[src/verilog/nio_pkg.sv]
// Constants shared by the nibble I/O port block and its port slice.
// Assumes a single 125 MHz APB clock domain.
package nio_pkg;

  // ------------------------------------------------------------
  // Widths
  // ------------------------------------------------------------
  localparam int NIO_W      = 4;
  localparam int NIO_ADDR_W = 8;
  localparam int NIO_DATA_W = 32;

  // ------------------------------------------------------------
  // Register byte offsets
  // ------------------------------------------------------------
  localparam logic [7:0] OFS_A_CFG  = 8'h00;
  localparam logic [7:0] OFS_A_WR   = 8'h04;
  localparam logic [7:0] OFS_A_RD   = 8'h08;
  localparam logic [7:0] OFS_B_CFG  = 8'h10;
  localparam logic [7:0] OFS_B_WR   = 8'h14;
  localparam logic [7:0] OFS_B_RD   = 8'h18;
  localparam logic [7:0] OFS_C_CFG  = 8'h20;
  localparam logic [7:0] OFS_C_WR   = 8'h24;
  localparam logic [7:0] OFS_C_RD   = 8'h28;
  localparam logic [7:0] OFS_SER    = 8'h30;
  localparam logic [7:0] OFS_STATUS = 8'h34;

  // ------------------------------------------------------------
  // Field positions
  // ------------------------------------------------------------
  localparam int CFG_PULL_BIT  = 4;
  localparam int SER_CONST_BIT = 2;
  localparam int SER_PULSE_BIT = 3;
  localparam int STS_SER_BIT   = 0;
  localparam int STS_PULSE_BIT = 1;

  // ------------------------------------------------------------
  // Reset values
  // ------------------------------------------------------------
  localparam logic [3:0] DIR_RESET   = 4'h0;
  localparam logic [3:0] LATCH_RESET = 4'h0;
  localparam logic       PULL_RESET  = 1'b1;
  localparam logic [2:0] SER_RESET   = 3'h0;

  // ------------------------------------------------------------
  // Timing
  // ------------------------------------------------------------
  localparam int CLK_PERIOD_NS = 8;
  localparam int PULSE_NS      = 16;
  localparam int PULSE_CYC     = (PULSE_NS + CLK_PERIOD_NS - 1) / CLK_PERIOD_NS;
  localparam int PULSE_CNT_W   = 4;

  // ------------------------------------------------------------
  // Types
  // ------------------------------------------------------------
  typedef enum logic {
    NIO_SER_OFF = 1'b0,
    NIO_SER_ON  = 1'b1
  } nio_ser_e;

endpackage

[src/verilog/nio_port_if.sv]
// Carrier between the register front end and one 4-bit port slice.
// Assumes both ends share the APB clock.
`timescale 1ns/1ps
interface nio_port_if;
  logic       cfg_we;
  logic       wr_we;
  logic [4:0] wdata;
  logic       ovr_en;
  logic [3:0] ovr_data;
  logic [3:0] dir;
  logic [3:0] latch;
  logic       pull_ctl;
  logic [3:0] rd_data;

  modport ctrl (
    output cfg_we,
    output wr_we,
    output wdata,
    output ovr_en,
    output ovr_data,
    input  dir,
    input  latch,
    input  pull_ctl,
    input  rd_data
  );

  modport port (
    input  cfg_we,
    input  wr_we,
    input  wdata,
    input  ovr_en,
    input  ovr_data,
    output dir,
    output latch,
    output pull_ctl,
    output rd_data
  );
endinterface

[src/verilog/nio_top.sv]
// Three nibble I/O ports behind an APB slave, with pseudo serial output on port A.
// Assumes a 125 MHz pclk, pins already synchronous, and an APB3 master.
//
// Local design decisions: the APB interface to the registers and the placing of the registers.
`timescale 1ns/1ps
module nio_top
  import nio_pkg::*;
#(
  parameter logic [3:0] A_IO_MASK = 4'hf,
  parameter logic [3:0] B_IO_MASK = 4'hf,
  parameter logic [3:0] C_IO_MASK = 4'hf,
  parameter bit         A_PULL    = 1'b1,
  parameter bit         B_PULL    = 1'b1,
  parameter bit         C_PULL    = 1'b1,
  parameter bit         C_HOLD    = 1'b1
) (
  input  wire logic        pclk,
  input  wire logic        presetn,
  input  wire logic        psel,
  input  wire logic        penable,
  input  wire logic        pwrite,
  input  wire logic [7:0]  paddr,
  input  wire logic [31:0] pwdata,
  output logic      [31:0] prdata,
  output logic             pready,
  output logic             pslverr,
  input  wire logic [3:0]  port_a_in,
  output logic      [3:0]  port_a_out,
  output logic      [3:0]  port_a_oe,
  output logic      [3:0]  port_a_pull_en,
  input  wire logic [3:0]  port_b_in,
  output logic      [3:0]  port_b_out,
  output logic      [3:0]  port_b_oe,
  output logic      [3:0]  port_b_pull_en,
  input  wire logic [3:0]  port_c_in,
  output logic      [3:0]  port_c_out,
  output logic      [3:0]  port_c_oe,
  output logic      [3:0]  port_c_pull_en,
  output logic      [3:0]  port_c_hold_en
);

  // ------------------------------------------------------------
  // Build-time checks
  // ------------------------------------------------------------
  if (NIO_W != 4) begin : g_bad_width
    $error("Ports must be four bits wide.");
  end
  if (PULSE_CYC < 1 || PULSE_CYC >= (1 << PULSE_CNT_W)) begin : g_bad_pulse
    $error("Serial pulse length does not fit its counter.");
  end
  if (C_HOLD && !C_PULL) begin : g_bad_c_hold
    $error("Port C low-level hold needs the port C pull-low device.");
  end

  // ------------------------------------------------------------
  // APB decode
  // ------------------------------------------------------------
  wire setup_rd  = psel & ~penable & ~pwrite;
  wire access_wr = psel & penable & pwrite;

  wire hit_a_cfg  = (paddr == OFS_A_CFG);
  wire hit_a_wr   = (paddr == OFS_A_WR);
  wire hit_a_rd   = (paddr == OFS_A_RD);
  wire hit_b_cfg  = (paddr == OFS_B_CFG);
  wire hit_b_wr   = (paddr == OFS_B_WR);
  wire hit_b_rd   = (paddr == OFS_B_RD);
  wire hit_c_cfg  = (paddr == OFS_C_CFG);
  wire hit_c_wr   = (paddr == OFS_C_WR);
  wire hit_c_rd   = (paddr == OFS_C_RD);
  wire hit_ser    = (paddr == OFS_SER);
  wire hit_status = (paddr == OFS_STATUS);

  wire hit_any = hit_a_cfg | hit_a_wr | hit_a_rd | hit_b_cfg | hit_b_wr | hit_b_rd
               | hit_c_cfg | hit_c_wr | hit_c_rd | hit_ser | hit_status;

  wire we_a_cfg = access_wr & hit_a_cfg;
  wire we_a_wr  = access_wr & hit_a_wr;
  wire we_b_cfg = access_wr & hit_b_cfg;
  wire we_b_wr  = access_wr & hit_b_wr;
  wire we_c_cfg = access_wr & hit_c_cfg;
  wire we_c_wr  = access_wr & hit_c_wr;

  // Zero wait states: every access completes in its first access cycle.
  assign pready  = 1'b1;
  assign pslverr = psel & penable & ~hit_any;

  // ------------------------------------------------------------
  // Port slices
  // ------------------------------------------------------------
  nio_port_if if_a ();
  nio_port_if if_b ();
  nio_port_if if_c ();

  assign if_a.cfg_we = we_a_cfg;
  assign if_a.wr_we  = we_a_wr;
  assign if_a.wdata  = pwdata[4:0];
  assign if_b.cfg_we = we_b_cfg;
  assign if_b.wr_we  = we_b_wr;
  assign if_b.wdata  = pwdata[4:0];
  assign if_b.ovr_en   = 1'b0;
  assign if_b.ovr_data = 4'h0;
  assign if_c.cfg_we = we_c_cfg;
  assign if_c.wr_we  = we_c_wr;
  assign if_c.wdata  = pwdata[4:0];
  assign if_c.ovr_en   = 1'b0;
  assign if_c.ovr_data = 4'h0;

  // Port A masked pins belong to the LCD drive or oscillator functions.
  nio_port #(
    .IO_MASK  (A_IO_MASK),
    .HAS_PULL (A_PULL),
    .HAS_HOLD (1'b0)
  ) u_port_a (
    .pclk    (pclk),
    .presetn (presetn),
    .bus     (if_a.port),
    .pin_in  (port_a_in),
    .pin_out (port_a_out),
    .pin_oe  (port_a_oe),
    .pull_en (port_a_pull_en),
    .hold_en ()
  );

  nio_port #(
    .IO_MASK  (B_IO_MASK),
    .HAS_PULL (B_PULL),
    .HAS_HOLD (1'b0)
  ) u_port_b (
    .pclk    (pclk),
    .presetn (presetn),
    .bus     (if_b.port),
    .pin_in  (port_b_in),
    .pin_out (port_b_out),
    .pin_oe  (port_b_oe),
    .pull_en (port_b_pull_en),
    .hold_en ()
  );

  // Port C masked pins serve as key-scan inputs outside this block.
  nio_port #(
    .IO_MASK  (C_IO_MASK),
    .HAS_PULL (C_PULL),
    .HAS_HOLD (C_HOLD)
  ) u_port_c (
    .pclk    (pclk),
    .presetn (presetn),
    .bus     (if_c.port),
    .pin_in  (port_c_in),
    .pin_out (port_c_out),
    .pin_oe  (port_c_oe),
    .pull_en (port_c_pull_en),
    .hold_en (port_c_hold_en)
  );

  // ------------------------------------------------------------
  // Pseudo serial output on port A
  // ------------------------------------------------------------
  nio_ser_e                 ser_state;
  nio_ser_e                 next_ser_state;
  logic [2:0]               ser_bits;
  logic [2:0]               next_ser_bits;
  logic [PULSE_CNT_W-1:0]   pulse_cnt;
  logic [PULSE_CNT_W-1:0]   next_pulse_cnt;

  wire ser_we    = access_wr & hit_ser;
  wire ser_const = pwdata[SER_CONST_BIT];
  wire pulse_on  = (pulse_cnt != '0);

  always_comb begin
    next_ser_state = ser_state;
    unique case (ser_state)
      NIO_SER_OFF: begin
        if (ser_we && ser_const) begin
          next_ser_state = NIO_SER_ON;
        end
      end
      NIO_SER_ON: begin
        if (ser_we && !ser_const) begin
          next_ser_state = NIO_SER_OFF;
        end
      end
    endcase
  end

  // Every serial write, the closing one included, issues one strobe pulse.
  assign next_pulse_cnt = ser_we  ? PULSE_CNT_W'(PULSE_CYC) :
                          pulse_on ? pulse_cnt - 1'b1 : pulse_cnt;

  assign next_ser_bits = ser_we ? {ser_const, pwdata[1:0]} : ser_bits;

  always_ff @(posedge pclk or negedge presetn) begin
    if (!presetn) begin
      ser_state <= NIO_SER_OFF;
    end else begin
      ser_state <= next_ser_state;
    end
  end

  always_ff @(posedge pclk or negedge presetn) begin
    if (!presetn) begin
      pulse_cnt <= '0;
    end else begin
      pulse_cnt <= next_pulse_cnt;
    end
  end

  always_ff @(posedge pclk or negedge presetn) begin
    if (!presetn) begin
      ser_bits <= SER_RESET;
    end else begin
      ser_bits <= next_ser_bits;
    end
  end

  // The override only reaches pins already set as outputs, so software must
  // configure port A as output first; otherwise nothing appears.
  assign if_a.ovr_en   = (ser_state == NIO_SER_ON) | pulse_on;
  assign if_a.ovr_data = {pulse_on, ser_bits};

  // ------------------------------------------------------------
  // Read data
  // ------------------------------------------------------------
  function automatic logic [31:0] nib_word(input logic [3:0] nib);
    return {28'h0, nib};
  endfunction

  function automatic logic [31:0] cfg_word(input logic pull, input logic [3:0] dir);
    logic [31:0] word;
    word               = nib_word(dir);
    word[CFG_PULL_BIT] = pull;
    return word;
  endfunction

  function automatic logic [31:0] status_word(input logic ser_on, input logic pulse);
    logic [31:0] word;
    word                = 32'h0;
    word[STS_SER_BIT]   = ser_on;
    word[STS_PULSE_BIT] = pulse;
    return word;
  endfunction

  function automatic logic [31:0] pick(input logic hit, input logic [31:0] word);
    return hit ? word : 32'h0;
  endfunction

  // The hits are one-hot, so a plain AND-OR select needs no priority order.
  wire [31:0] word_a_cfg  = cfg_word(if_a.pull_ctl, if_a.dir);
  wire [31:0] word_a_wr   = nib_word(if_a.latch);
  wire [31:0] word_a_rd   = nib_word(if_a.rd_data);
  wire [31:0] word_b_cfg  = cfg_word(if_b.pull_ctl, if_b.dir);
  wire [31:0] word_b_wr   = nib_word(if_b.latch);
  wire [31:0] word_b_rd   = nib_word(if_b.rd_data);
  wire [31:0] word_c_cfg  = cfg_word(if_c.pull_ctl, if_c.dir);
  wire [31:0] word_c_wr   = nib_word(if_c.latch);
  wire [31:0] word_c_rd   = nib_word(if_c.rd_data);
  wire [31:0] word_ser    = nib_word({pulse_on, ser_bits});
  wire [31:0] word_status = status_word(ser_state == NIO_SER_ON, pulse_on);

  wire [31:0] next_prdata = pick(hit_a_cfg, word_a_cfg)
                          | pick(hit_a_wr, word_a_wr)
                          | pick(hit_a_rd, word_a_rd)
                          | pick(hit_b_cfg, word_b_cfg)
                          | pick(hit_b_wr, word_b_wr)
                          | pick(hit_b_rd, word_b_rd)
                          | pick(hit_c_cfg, word_c_cfg)
                          | pick(hit_c_wr, word_c_wr)
                          | pick(hit_c_rd, word_c_rd)
                          | pick(hit_ser, word_ser)
                          | pick(hit_status, word_status);

  // Pins are sampled in the setup cycle so the value is stable through access.
  always_ff @(posedge pclk or negedge presetn) begin
    if (!presetn) begin
      prdata <= 32'h0;
    end else if (setup_rd) begin
      prdata <= next_prdata;
    end
  end

endmodule

[src/verilog/nio_port.sv]
// One 4-bit general-purpose port: direction, output latch, pull control.
// Assumes pins are synchronous to pclk and the controller pulses the strobes.
`timescale 1ns/1ps
module nio_port
  import nio_pkg::*;
#(
  parameter logic [3:0] IO_MASK  = 4'hf,
  parameter bit         HAS_PULL = 1'b1,
  parameter bit         HAS_HOLD = 1'b0
) (
  input  wire logic  pclk,
  input  wire logic  presetn,
  nio_port_if.port   bus,
  input  wire logic [3:0] pin_in,
  output logic      [3:0] pin_out,
  output logic      [3:0] pin_oe,
  output logic      [3:0] pull_en,
  output logic      [3:0] hold_en
);

  // ------------------------------------------------------------
  // Build-time checks
  // ------------------------------------------------------------
  if (HAS_HOLD && !HAS_PULL) begin : g_bad_hold
    $error("Low-level hold needs the pull-low device on this port.");
  end

  logic [3:0] dir;
  logic [3:0] latch;
  logic       pull_ctl;

  // ------------------------------------------------------------
  // Control state
  // ------------------------------------------------------------
  always_ff @(posedge pclk or negedge presetn) begin
    if (!presetn) begin
      dir      <= DIR_RESET;
      latch    <= LATCH_RESET;
      pull_ctl <= PULL_RESET;
    end else begin
      if (bus.cfg_we) begin
        dir      <= bus.wdata[3:0] & IO_MASK;
        pull_ctl <= bus.wdata[CFG_PULL_BIT];
      end
      if (bus.wr_we) begin
        latch <= bus.wdata[3:0];
      end
    end
  end

  // ------------------------------------------------------------
  // Pin side
  // ------------------------------------------------------------
  wire [3:0] drive_val = bus.ovr_en ? bus.ovr_data : latch;
  wire [3:0] in_mode   = ~dir & IO_MASK;

  assign pin_out = drive_val & dir & IO_MASK;
  assign pin_oe  = dir & IO_MASK;
  // Pull and hold are never on for an output bit, so the driver never fights them.
  assign pull_en = (HAS_PULL && pull_ctl) ? in_mode : 4'h0;
  assign hold_en = (HAS_HOLD && !pull_ctl) ? in_mode : 4'h0;
  assign bus.rd_data = ((dir & latch) | (~dir & pin_in)) & IO_MASK;

  assign bus.dir      = dir;
  assign bus.latch    = latch;
  assign bus.pull_ctl = pull_ctl;

endmodule

[config.mk]
export PLATFORM = sky130hd
export DESIGN_NAME = nio_top
export DESIGN_NICKNAME = d
export VERILOG_FILES = /design/src/verilog/nio_pkg.sv /design/src/verilog/nio_port_if.sv /design/src/verilog/nio_top.sv /design/src/verilog/nio_port.sv
export SDC_FILE = /design/constraint.sdc
export NUM_CORES = 1
export LEC_CHECK = 0
export BUFFER_PORTS_ARGS = -buffer_cell sky130_fd_sc_hd__buf_2
export CAP_MARGIN = 20
export CELL_PAD_IN_SITES_DETAIL_PLACEMENT = 0
export CELL_PAD_IN_SITES_GLOBAL_PLACEMENT = 1
export CORE_ASPECT_RATIO = 1.75
export CORE_MARGIN = 1.5
export CORE_UTILIZATION = 35
export DETAILED_ROUTE_END_ITERATION = 6
export MAX_ROUTING_LAYER = met4
export PLACE_DENSITY_LB_ADDON = 0.1
export SKIP_LAST_GASP = 1
export SYNTH_ARGS = -nofsm -noshare
export SYNTH_HDL_FRONTEND = slang
export SYNTH_SLANG_ARGS = --single-unit
export TNS_END_PERCENT = 100
[constraint.sdc]
create_clock -name pclk -period 5.4 [get_ports pclk]
set_clock_uncertainty 0.1 [all_clocks]
set_input_delay 0.27 -clock pclk [delete_from_list [all_inputs] [get_ports pclk]]
set_output_delay 0.27 -clock pclk [all_outputs]
set_load 0.005 [all_outputs]
Yosys cells after proc, flatten, opt, wreduce, memory -nomap -nowiden --
Cells that the tools add are included.
Operators by class: $add $sub $neg 1, bitwise gates (word level) 50, mux-type cells 21, reduce and logical (&&, ||, !) cells 6, equal/unequal tests 10
Operators by type and width (count):
- 4-bit two-way mux | 14
- 8-bit by 6-bit equality test with 1-bit output, second input constant | 5
- 5-bit by 4-bit OR with 5-bit output | 7
- 4-bit bitwise AND | 7
- 8-bit by 5-bit equality test with 1-bit output, second input constant | 3
- 5-bit two-way mux | 3
- 1-bit bitwise AND | 12
- 4-bit inverter | 3
- 4-bit OR | 3
- 1-bit OR | 11
- 5-bit OR | 2
- 8-bit by 3-bit equality test with 1-bit output, second input constant | 1
- 8-bit by 4-bit equality test with 1-bit output, second input constant | 1
- 8-bit logical NOT | 1
- 5-bit by 2-bit OR with 5-bit output | 1
- 1-bit inverter | 4
- 4-bit nonzero test | 1
- 4-bit by 1-bit subtractor with 4-bit output, second input constant | 1
- 1-bit logical AND | 2
- 1-bit two-way mux | 2
- 2-bit two-way mux | 1
- 1-bit one-hot mux with 2 select lines | 1
- 2-bit nonzero test | 1
- 1-bit logical NOT | 1
Storage, ports and cells: register bits after elaboration 67, output and inout port bits 74, word-level logic and storage cells 101

Logic depth before layout (Yosys ltp) --
Gate-level depths: netlist (run 1).
word-level depth 13, gate-level depth with buffers 8, depth with buffers taken out 7

Modules after synthesis --
From an unflattened synthesis (run 1), not the netlist that was laid out.
Unflattened totals: cells, all modules 289, area, all modules 2904.0 um^2
Modules (own cells, without submodules):
- nio_top | times used 1, area each 1315.0 um^2, sequential area each 300.3 um^2, cells an instance 157
- nio_port at u_port_a ... | times used 2, area each 534.3 um^2, sequential area each 226.5 um^2, cells an instance 44
- nio_port at u_port_c | times used 1, area each 520.5 um^2, sequential area each 226.5 um^2, cells an instance 44

Worst setup path before layout (run 1) --
OpenSTA, ideal clock, no wires.
path kind register to register, start point register pulse_cnt[0], end point register prdata[1], period minus slack after synthesis 2.026 ns, data arrival time 1.800 ns, setup slack 3.374 ns, stages on the path, launching flop included 9, buffers on the path 1, cells stage by stage dfrtp_1 -> inv_1 -> ha_1 -> or3b_1 -> buf_6 -> a22oi_2 -> o221a_1 -> o21ai_1 -> o32a_1
On the way: cells in the longest elaborated chain, start to end 3
Ends and longest elaborated chain:
- start, declared | line nio_top.sv:162 | logic [PULSE_CNT_W-1:0] pulse_cnt;
- start signal, assigned | line nio_top.sv:203 | pulse_cnt <= next_pulse_cnt;
- 4-bit nonzero test | line nio_top.sv:167 | wire pulse_on = (pulse_cnt != '0);
- 2-bit two-way mux | line nio_top.sv:243 | return hit ? word : 32'h0;
- 5-bit by 2-bit OR with 5-bit output | line nio_top.sv:269 | | pick(hit_status, word_status);
- end signal, assigned | line nio_top.sv:276 | prdata <= next_prdata;
- end, declared | line nio_top.sv:24 | output logic [31:0] prdata,
Every way passes these cells. A chain may end at the register's enable or synchronous reset.

Worst setup path in the final report (run 1) --
start point register pulse_cnt[0], end point output port port_a_out[1]
On the way: cells in the longest elaborated chain, start to end 4
Ends and longest elaborated chain:
- 4-bit nonzero test | line nio_top.sv:167
- 1-bit OR | line nio_top.sv:217 | assign if_a.ovr_en = (ser_state == NIO_SER_ON) | pulse_on;
- 4-bit two-way mux | line nio_port.sv:54 | wire [3:0] drive_val = bus.ovr_en ? bus.ovr_data : latch;
- 4-bit bitwise AND | line nio_port.sv:57 | assign pin_out = drive_val & dir & IO_MASK;
- end, declared | line nio_top.sv:28 | output logic [3:0] port_a_out,
Every way passes these cells.

==> metrics.csv, run 1 <==
stage;metric;value;unit
run_status;status;finished clean;
clock_network;clk_latency;0.28;ns
synthesis;synthCells;274;
min_path;hold_path_class;in -> async;
route;drc;0;
synthesis;synthFlopType;dfrtp_1;
clock_network;cts_tree;yes;
clock_network;cts_setup_buffers;0;
timing;slew_headroom;34.06;%
grt;top_usage_layer;met2;
die;die_w;68.90;microns
grt;grt_util_met3;2.950;%
grt;grt-ovfl-total;0;
worst_setup_path;r2r-start;pulse_cnt[0];
timing;hold-worst-slack;0.01749;ns
clock_network;clk_path_buf_depth;2;
grt;use_met2;33.89;%
worst_setup_path;r2r_slack;3.08;ns
clock_network;post_cts_resized;0;
grt;grt_pass1_vias;2088;
worst_setup_path;cp.required;5.03;ns
grt;grt_max_degree;40;
pwr;power_density;243.5;mW/mm^2
finish;syn_to_final_growth;17.12;%
clock_network;clock-sinks;39;
worst_setup_path;max_stage_delay;0.58;ns
finish;final_cell_mix;buf_2, dfrtp_1, mux2_2, conb_1;
worst_setup_path;start_kind;register;
synthesis;synth.yosys.warnings;0;
die;rows;41;
pwr;peakVddDrop;0.1427;mV
timing;finalCritPeriodShare;44.92;%
placed_design;dp_slack;2.902;ns
die;die_h;118.3;microns
synthesis;seq_area_frac_synth;36.83;%
route;drt_first_pass_iters;4;
pwr;clkPwrFrac;37.3;%
timing;setup_viol_count_final;0;
route;vias;2237;
worst_setup_path;worstRegToRegCells;7;
worst_setup_path;cp-end-kind;primary output;
grt;grt.total_usage;20.30;%
finish;layout_commonest_cell;buf_2;
synthesis;ys_ff_latch;39;
die;initial_utilization;36.52;%
clock_network;numCtsBuffers;5;
route;ant_nets;0;
finish;final_util;42.77;%
pwr;leakage;1.495;nW
pwr;pwr-share-seq;44.2;%
die;die-area;0.008153;sq mm
route;via_per_inst;5.166;
synthesis;synth_edf_count;0;
timing;tns;0;ns
placed_design;gp_congestion;0.8681;
finish;drive_gt1_share;36.60;%
timing;drv_slew;0;
pwr;p_int;0.5438;mW
worst_setup_path;path_cells;inv_1 -> ha_1 -> or3b_1 -> nor2_1 -> nand2_1 -> a21boi_0 -> buf_2;
clock_network;clk_pin_slew;0.05;ns
timing;max_freq;0.4123;GHz
synthesis;synth.avg_cell_area;9.708;sq um
placed_design;hpwl;5786;microns
timing;period_minus_slack;2.426;ns
synthesis;netlist-cell-type-count;53;
route;wirelength;7587;microns
finish;n_antenna_cell;0;
worst_setup_path;worstSetupPathType;reg -> out;
worst_setup_path;arrival;2.06;ns
clock_network;root_buffer;clkbuf_16;
synthesis;syn-cell-area;0.002660;sq mm
run;maxCapViolations;0;
synthesis;async_reset_ff_share;100.0;%
placed_design;port_buffers;75;
timing;hold_viol;0;
grt;grt_pass1_wl;11660;microns
pwr;p_comb_share;18.5;%
pwr;sw_frac_of_total;28.33;%
clock_network;htreeDepth;2;
placed_design;dp.cells;425;
route;wire_per_inst;17.52;microns
timing;layout_setup_ws;2.974;ns
clock_network;hold_buffers;0;
timing;worst_pin_slew;0.9865;ns
worst_setup_path;cp_max_fo;10;
finish;nets;404;
worst_setup_path;critPathSlowestCell;or3b_1;
grt;antenna_found_initial;0;
die;core-area;0.007284;sq mm
pwr;p_sw;0.2149;mW
timing;rsz0062_at_grt;false;
worst_setup_path;r2r_end;prdata[1];
finish;fin_cells;433;
grt;met1_usage;24.53;%
die;io_pins;131;
route;drtIter0Drc;73;
[layer usage]
| metal | vias up | part of all wire, % |
|---|---|---|
| met5 | - | 0 |
| met4 | 0 | 1.9 |
| met3 | 12 | 4.1 |
| met2 | 74 | 54 |
| met1 | 1079 | 40 |
| li1 | 1072 | - |
[worst max-delay path: cells and delay by family, from the launching register on]
kind / cells / cell delay [ns]
AO/OA/AOI/OAI: 1 / 0.14
adder cells (fa/ha/maj): 1 / 0.19
buffers and inverters: 2 / 0.19
flip-flops: 1 / 0.39
AND/OR/NAND/NOR: 3 / 0.85
[synth_stat cells, drive strengths merged, types with 2 or more instances]
master,number,area (sq um)
a21boi,2,15.01
and2,9,56.30
mux2,28,315.3
nand2b,2,12.51
a31oi,5,31.28
a21oi,11,55.05
inv,8,30.03
nor4b,2,30.03
or4b,2,23.77
o21ai,14,70.06
o22ai,5,31.28
nor4,4,40.04
nor2b,16,100.1
nand2,17,63.81
a22o,3,26.28
and3b,2,17.52
dfstp,3,78.83
nand3,3,15.01
clkbuf,2,7.510
nand3b,6,45.04
nor3,3,20.02
buf,34,255.2
nor2,23,111.4
dfrtp,36,900.9
mux2i,6,60.06
a22oi,5,42.54
o21a,2,15.01
conb,2,7.510
nand4,5,46.29
[metrics by stage]
stage	total power, mW	cell area [sq um]
2_1_floorplan	0.4460	2758
3_3_place_gp	0.4813	2978
3_5_place_dp	0.4829	2978
4_1_cts	0.7686	3115
5_1_grt	0.8017	3115
6_report	0.7587	3115
[power by group through the flow]
stage	combinational, mW	sequential (mW)	clock, mW
final	0.140	0.336	0.283
after global routing	0.161	0.340	0.301
after CTS	0.143	0.336	0.290
after detailed placement	0.142	0.341	0
after global placement	0.141	0.340	0
after floorplan	0.110	0.336	0
[worst max path at each step]
stage / start / to / slack (ns) / depth (start not counted)
after floorplan: pulse_cnt[0] / prdata[1] / 3.37 / 8
after global placement: paddr[2] / u_port_a.bus.latch[2] / 2.88 / 6
after detailed placement: paddr[2] / u_port_a.bus.latch[0] / 2.90 / 6
after CTS: pulse_cnt[0] / port_a_out[1] / 2.95 / 7
after global routing: pulse_cnt[0] / port_a_out[1] / 2.83 / 7
final: pulse_cnt[0] / port_a_out[1] / 2.97 / 7
[flip-flops by register name, summed over array words and instances, names as in the netlist]
name / flops
u_port_b.bus.pull_ctl: 1
prdata: 5
pulse_cnt: 4
u_port_b.bus.latch: 4
u_port_a.bus.latch: 4
u_port_b.bus.dir: 4
u_port_a.bus.dir: 4
ser_bits: 3
u_port_c.bus.dir: 4
u_port_a.bus.pull_ctl: 1
u_port_c.bus.latch: 4
u_port_c.bus.pull_ctl: 1
[cells by family (layout without fill, tap and decap cells)]
kind of cell / Yosys count / after routing / synth area share, %
AO/OA/AOI/OAI: 55 / 55 / 13.59
XOR/XNOR: 1 / 1 / 0.3293
AND/OR/NAND/NOR: 98 / 98 / 23.38
adder cells (fa/ha/maj): 1 / 1 / 0.4703
buffers and inverters: 44 / 91 / 11.01
other: 2 / 28 / 0.2823
flip-flops: 39 / 39 / 36.83
multiplexers: 34 / 34 / 14.11
[cell type report]
type	instances	area [sq um]
Inverter	8	30.03
Sequential cell	39	979.7
Fill cell	776	4169
Multi-Input combinational cell	217	1485
Tap cell	86	107.6
Clock buffer	7	132.6
Timing Repair Buffer	75	375.4
Clock inverter	1	5.005
Power figures use the tool's default switching activity.
==> run 2, diff against run 1 <==
Settings changed: ABC_AREA from default to 1, CORE_UTILIZATION 35 to 29.
Clock period 5.4 ns to 2 ns, I/O delays scaled along.
==> run 2 against run 1 <==
Sequential share of layout area shrank 2.3 points. Worst setup slack got worse by 2.8 ns. Cell area grew 7.8%. Die area increased by 26%. Non-clock buffer count rose by 7. Clock-buffer cell count decreased by 2. Clock power grew to 2.8 times the previous value. Synthesized cell count is 41% higher. Register-to-register slack lost 2.5 ns.
==> metrics.csv, run 2 <==
stage;metric;value;unit
run_status;status;finished clean;
grt;grt-ovfl-total;0;
placed_design;port_buffers;75;
timing;max_freq;0.5377;GHz
synthesis;synthTopCellsByArea;dfrtp_1, nand2_1, buf_4, nand3_1, inv_1;
clock_network;root_buffer;clkbuf_16;
synthesis;synth_top_area_share;32.16;%
grt;grt_pass1_wl;13700;microns
pwr;leakage;1.880;nW
clock_network;cts_setup_buffers;0;
die;core-area;0.009409;sq mm
route;drc;0;
worst_setup_path;r2r_slack;0.54;ns
worst_setup_path;start_kind;register;
pwr;pwr-share-seq;42.6;%
clock_network;clock-sinks;39;
placed_design;gp_congestion;0.8386;
synthesis;ys_ff_latch;39;
worst_setup_path;r2r-start;pulse_cnt[0];
pwr;p_sw;0.6421;mW
grt;use_met2;31.58;%
pwr;clkPwrFrac;37.6;%
timing;tns;0;ns
die;die-area;0.01028;sq mm
finish;drive_gt1_share;27.02;%
min_path;hold_path_class;in -> reg;
min_path;hold_end;u_port_c.bus.pull_ctl;
finish;final_cell_mix;nand2_1, buf_2, inv_1, nand3_1, nor2_1;
synthesis;synth_most_common_cell;nand2_1;
worst_setup_path;arrival;1.66;ns
pwr;p_int;1.489;mW
clock_network;clk_latency;0.29;ns
grt;top_usage_layer;met2;
finish;n_antenna_cell;0;
synthesis;netlist-cell-type-count;30;
timing;period_minus_slack;1.860;ns
route;drtIter0Drc;148;
timing;drv_slew;0;
min_path;min_delay_path_depth;3;
pwr;p_comb_share;19.9;%
worst_setup_path;worstRegToRegCells;9;
worst_setup_path;max_stage_delay;0.39;ns
finish;design_area;0.003359;sq mm
worst_setup_path;cp.required;1.80;ns
synthesis;synth_commonest_cells;nand2_1, inv_1, nand3_1, nor2_1, dfrtp_1;
clock_network;clk_pin_slew;0.06;ns
synthesis;synth.avg_cell_area;7.239;sq um
route;wirelength;8483;microns
finish;syn_to_final_growth;19.92;%
worst_setup_path;r2r_end;prdata[1];
worst_setup_path;path_cells;inv_1 -> ha_1 -> nand2_4 -> inv_1 -> nand2_1 -> o21ai_0 -> a21oi_1 -> buf_2;
run;maxCapViolations;0;
worst_setup_path;cp-end-kind;primary output;
min_path;min-delay-start;pwdata[4];
timing;slew_headroom;59.34;%
synthesis;synth_edf_count;0;
die;rows;47;
grt;grt.total_usage;18.10;%
route;ant_nets;0;
finish;layout_commonest_cell;nand2_1;
timing;rsz0062_at_grt;false;
synthesis;synth.yosys.warnings;0;
timing;finalCritPeriodShare;92.98;%
finish;top_register;prdata;
route;vias;2614;
grt;antenna_found_initial;0;
clock_network;cts_tree;yes;
die;die_w;77.30;microns
pwr;sw_frac_of_total;30.13;%
timing;hold_viol;0;
placed_design;hpwl;6522;microns
pwr;peakVddDrop;0.3694;mV
synthesis;seq_area_frac_synth;34.97;%
synthesis;synth_area_leader_cell;dfrtp_1;
die;die_h;133.0;microns
synthesis;synthCells;387;
grt;grt_pass1_vias;2580;
clock_network;htreeDepth;2;
synthesis;synthFlopType;dfrtp_1;
route;drt_first_pass_iters;4;
synthesis;async_reset_ff_share;100.0;%
placed_design;dpl-instance-area;0.003167;sq mm
worst_setup_path;worstSetupPathType;reg -> out;
finish;nets;527;
worst_setup_path;path_common_cell;inv_1;
grt;met1_usage;20.77;%
finish;largest_reg_flops;5;
clock_network;numCtsBuffers;5;
die;initial_utilization;29.77;%
timing;worst_pin_slew;0.6099;ns
synthesis;syn-cell-area;0.002801;sq mm
timing;setup_viol_count_final;0;
pwr;power_density;634.4;mW/mm^2
route;wire_per_inst;14.33;microns
grt;grt_util_met3;2.621;%
route;via_per_inst;4.416;
worst_setup_path;critPathSlowestCell;dfrtp_1;
worst_setup_path;startpoint;pulse_cnt[0];
die;io_pins;131;
worst_setup_path;cp_max_fo;8;
grt;grt_max_degree;27;
clock_network;clk_path_buf_depth;2;
run 2: cell types whose count changed after synthesis, sizes merged, moves of 6 or more:
cell	previous run	this run
nand2	17	98
inv	8	53
nand3	3	45
o21ai	14	53
mux2	28	0
nor2	23	47
nor2b	16	0
and2	9	0
a21oi	11	3
mux2i	6	0
nand3b	6	0
run 2: routing by layer:
layer | part of all wire, % | vias to the layer above
li1 | - | 1338
met1 | 41 | 1173
met2 | 53 | 91
met3 | 4.4 | 12
met4 | 2.3 | 0
met5 | 0 | -
run 2: how the worst max path moves through the flow:
| stage | end | slack (ns) | cells past startpoint |
|---|---|---|---|
| 3_5_place_dp | port_a_out[0] | 0.34 | 8 |
| 3_3_place_gp | port_a_out[0] | 0.34 | 8 |
| 4_1_cts | port_a_out[0] | 0.03 | 8 |
| 6_report | port_a_out[0] | 0.14 | 8 |
| 2_1_floorplan | port_a_out[0] | 0.62 | 7 |
| 5_1_grt | port_a_out[1] | 0.02 | 8 |
run 2: repair_timing:
item                                   in CTS  in global routing
hold buffers                                4                  0
resized for setup                           0                  3
endpoints found under the hold margin      25                  0
setup endpoints to repair                   0                  2
run 2: critical path, delay by kind of cell (launching register included):
kind	cells	cell delay (ns)
buf+inv	3	0.33
fa+ha+maj	1	0.22
simple gates	2	0.21
compound gates	2	0.21
flops	1	0.39
run 2: cells by family after synthesis:
group / count (synthesis) / share of synthesized area, %
simple gates: 200 / 36.22
buf+inv: 87 / 17.46
compound gates: 56 / 10.00
flops: 39 / 34.97
xor+xnor: 2 / 0.6254
other cells: 2 / 0.2681
fa+ha+maj: 1 / 0.4466
run 2: cell type report:
type	instances	area, sq um
inverter	54	206.4
sequential	39	979.7
timing repair buffer	82	437.9
tap	122	152.6
fill	1054	6050
multi-input combinational	287	1438
clock buffer	5	125.1
clock inverter	3	20.02
run 2: per-stage QoR:
stage | utilization (%) | hold slack [ns] | std cells | setup slack [ns] | total power, mW
6_report | 35.70 | 0.008130 | 592 | 0.1403 | 2.131
5_1_grt | 35.70 | 0.04475 | 592 | 0.02017 | 2.255
4_1_cts | 35.63 | 0.03742 | 592 | 0.02805 | 2.140
3_5_place_dp | 33.66 | 0.05007 | 580 | 0.3411 | 1.326
3_3_place_gp | 33.66 | 0.04285 | 580 | 0.3388 | 1.324
2_1_floorplan | - | -0.2956 | 413 | 0.6231 | 1.222
run 2: power groups by stage:
stage | sequential, mW | clock (mW) | combinational (mW)
floorplan | 0.913 | 0 | 0.310
global placement | 0.922 | 0 | 0.403
detailed placement | 0.923 | 0 | 0.404
CTS | 0.909 | 0.818 | 0.413
global route | 0.916 | 0.857 | 0.481
finish | 0.907 | 0.800 | 0.424
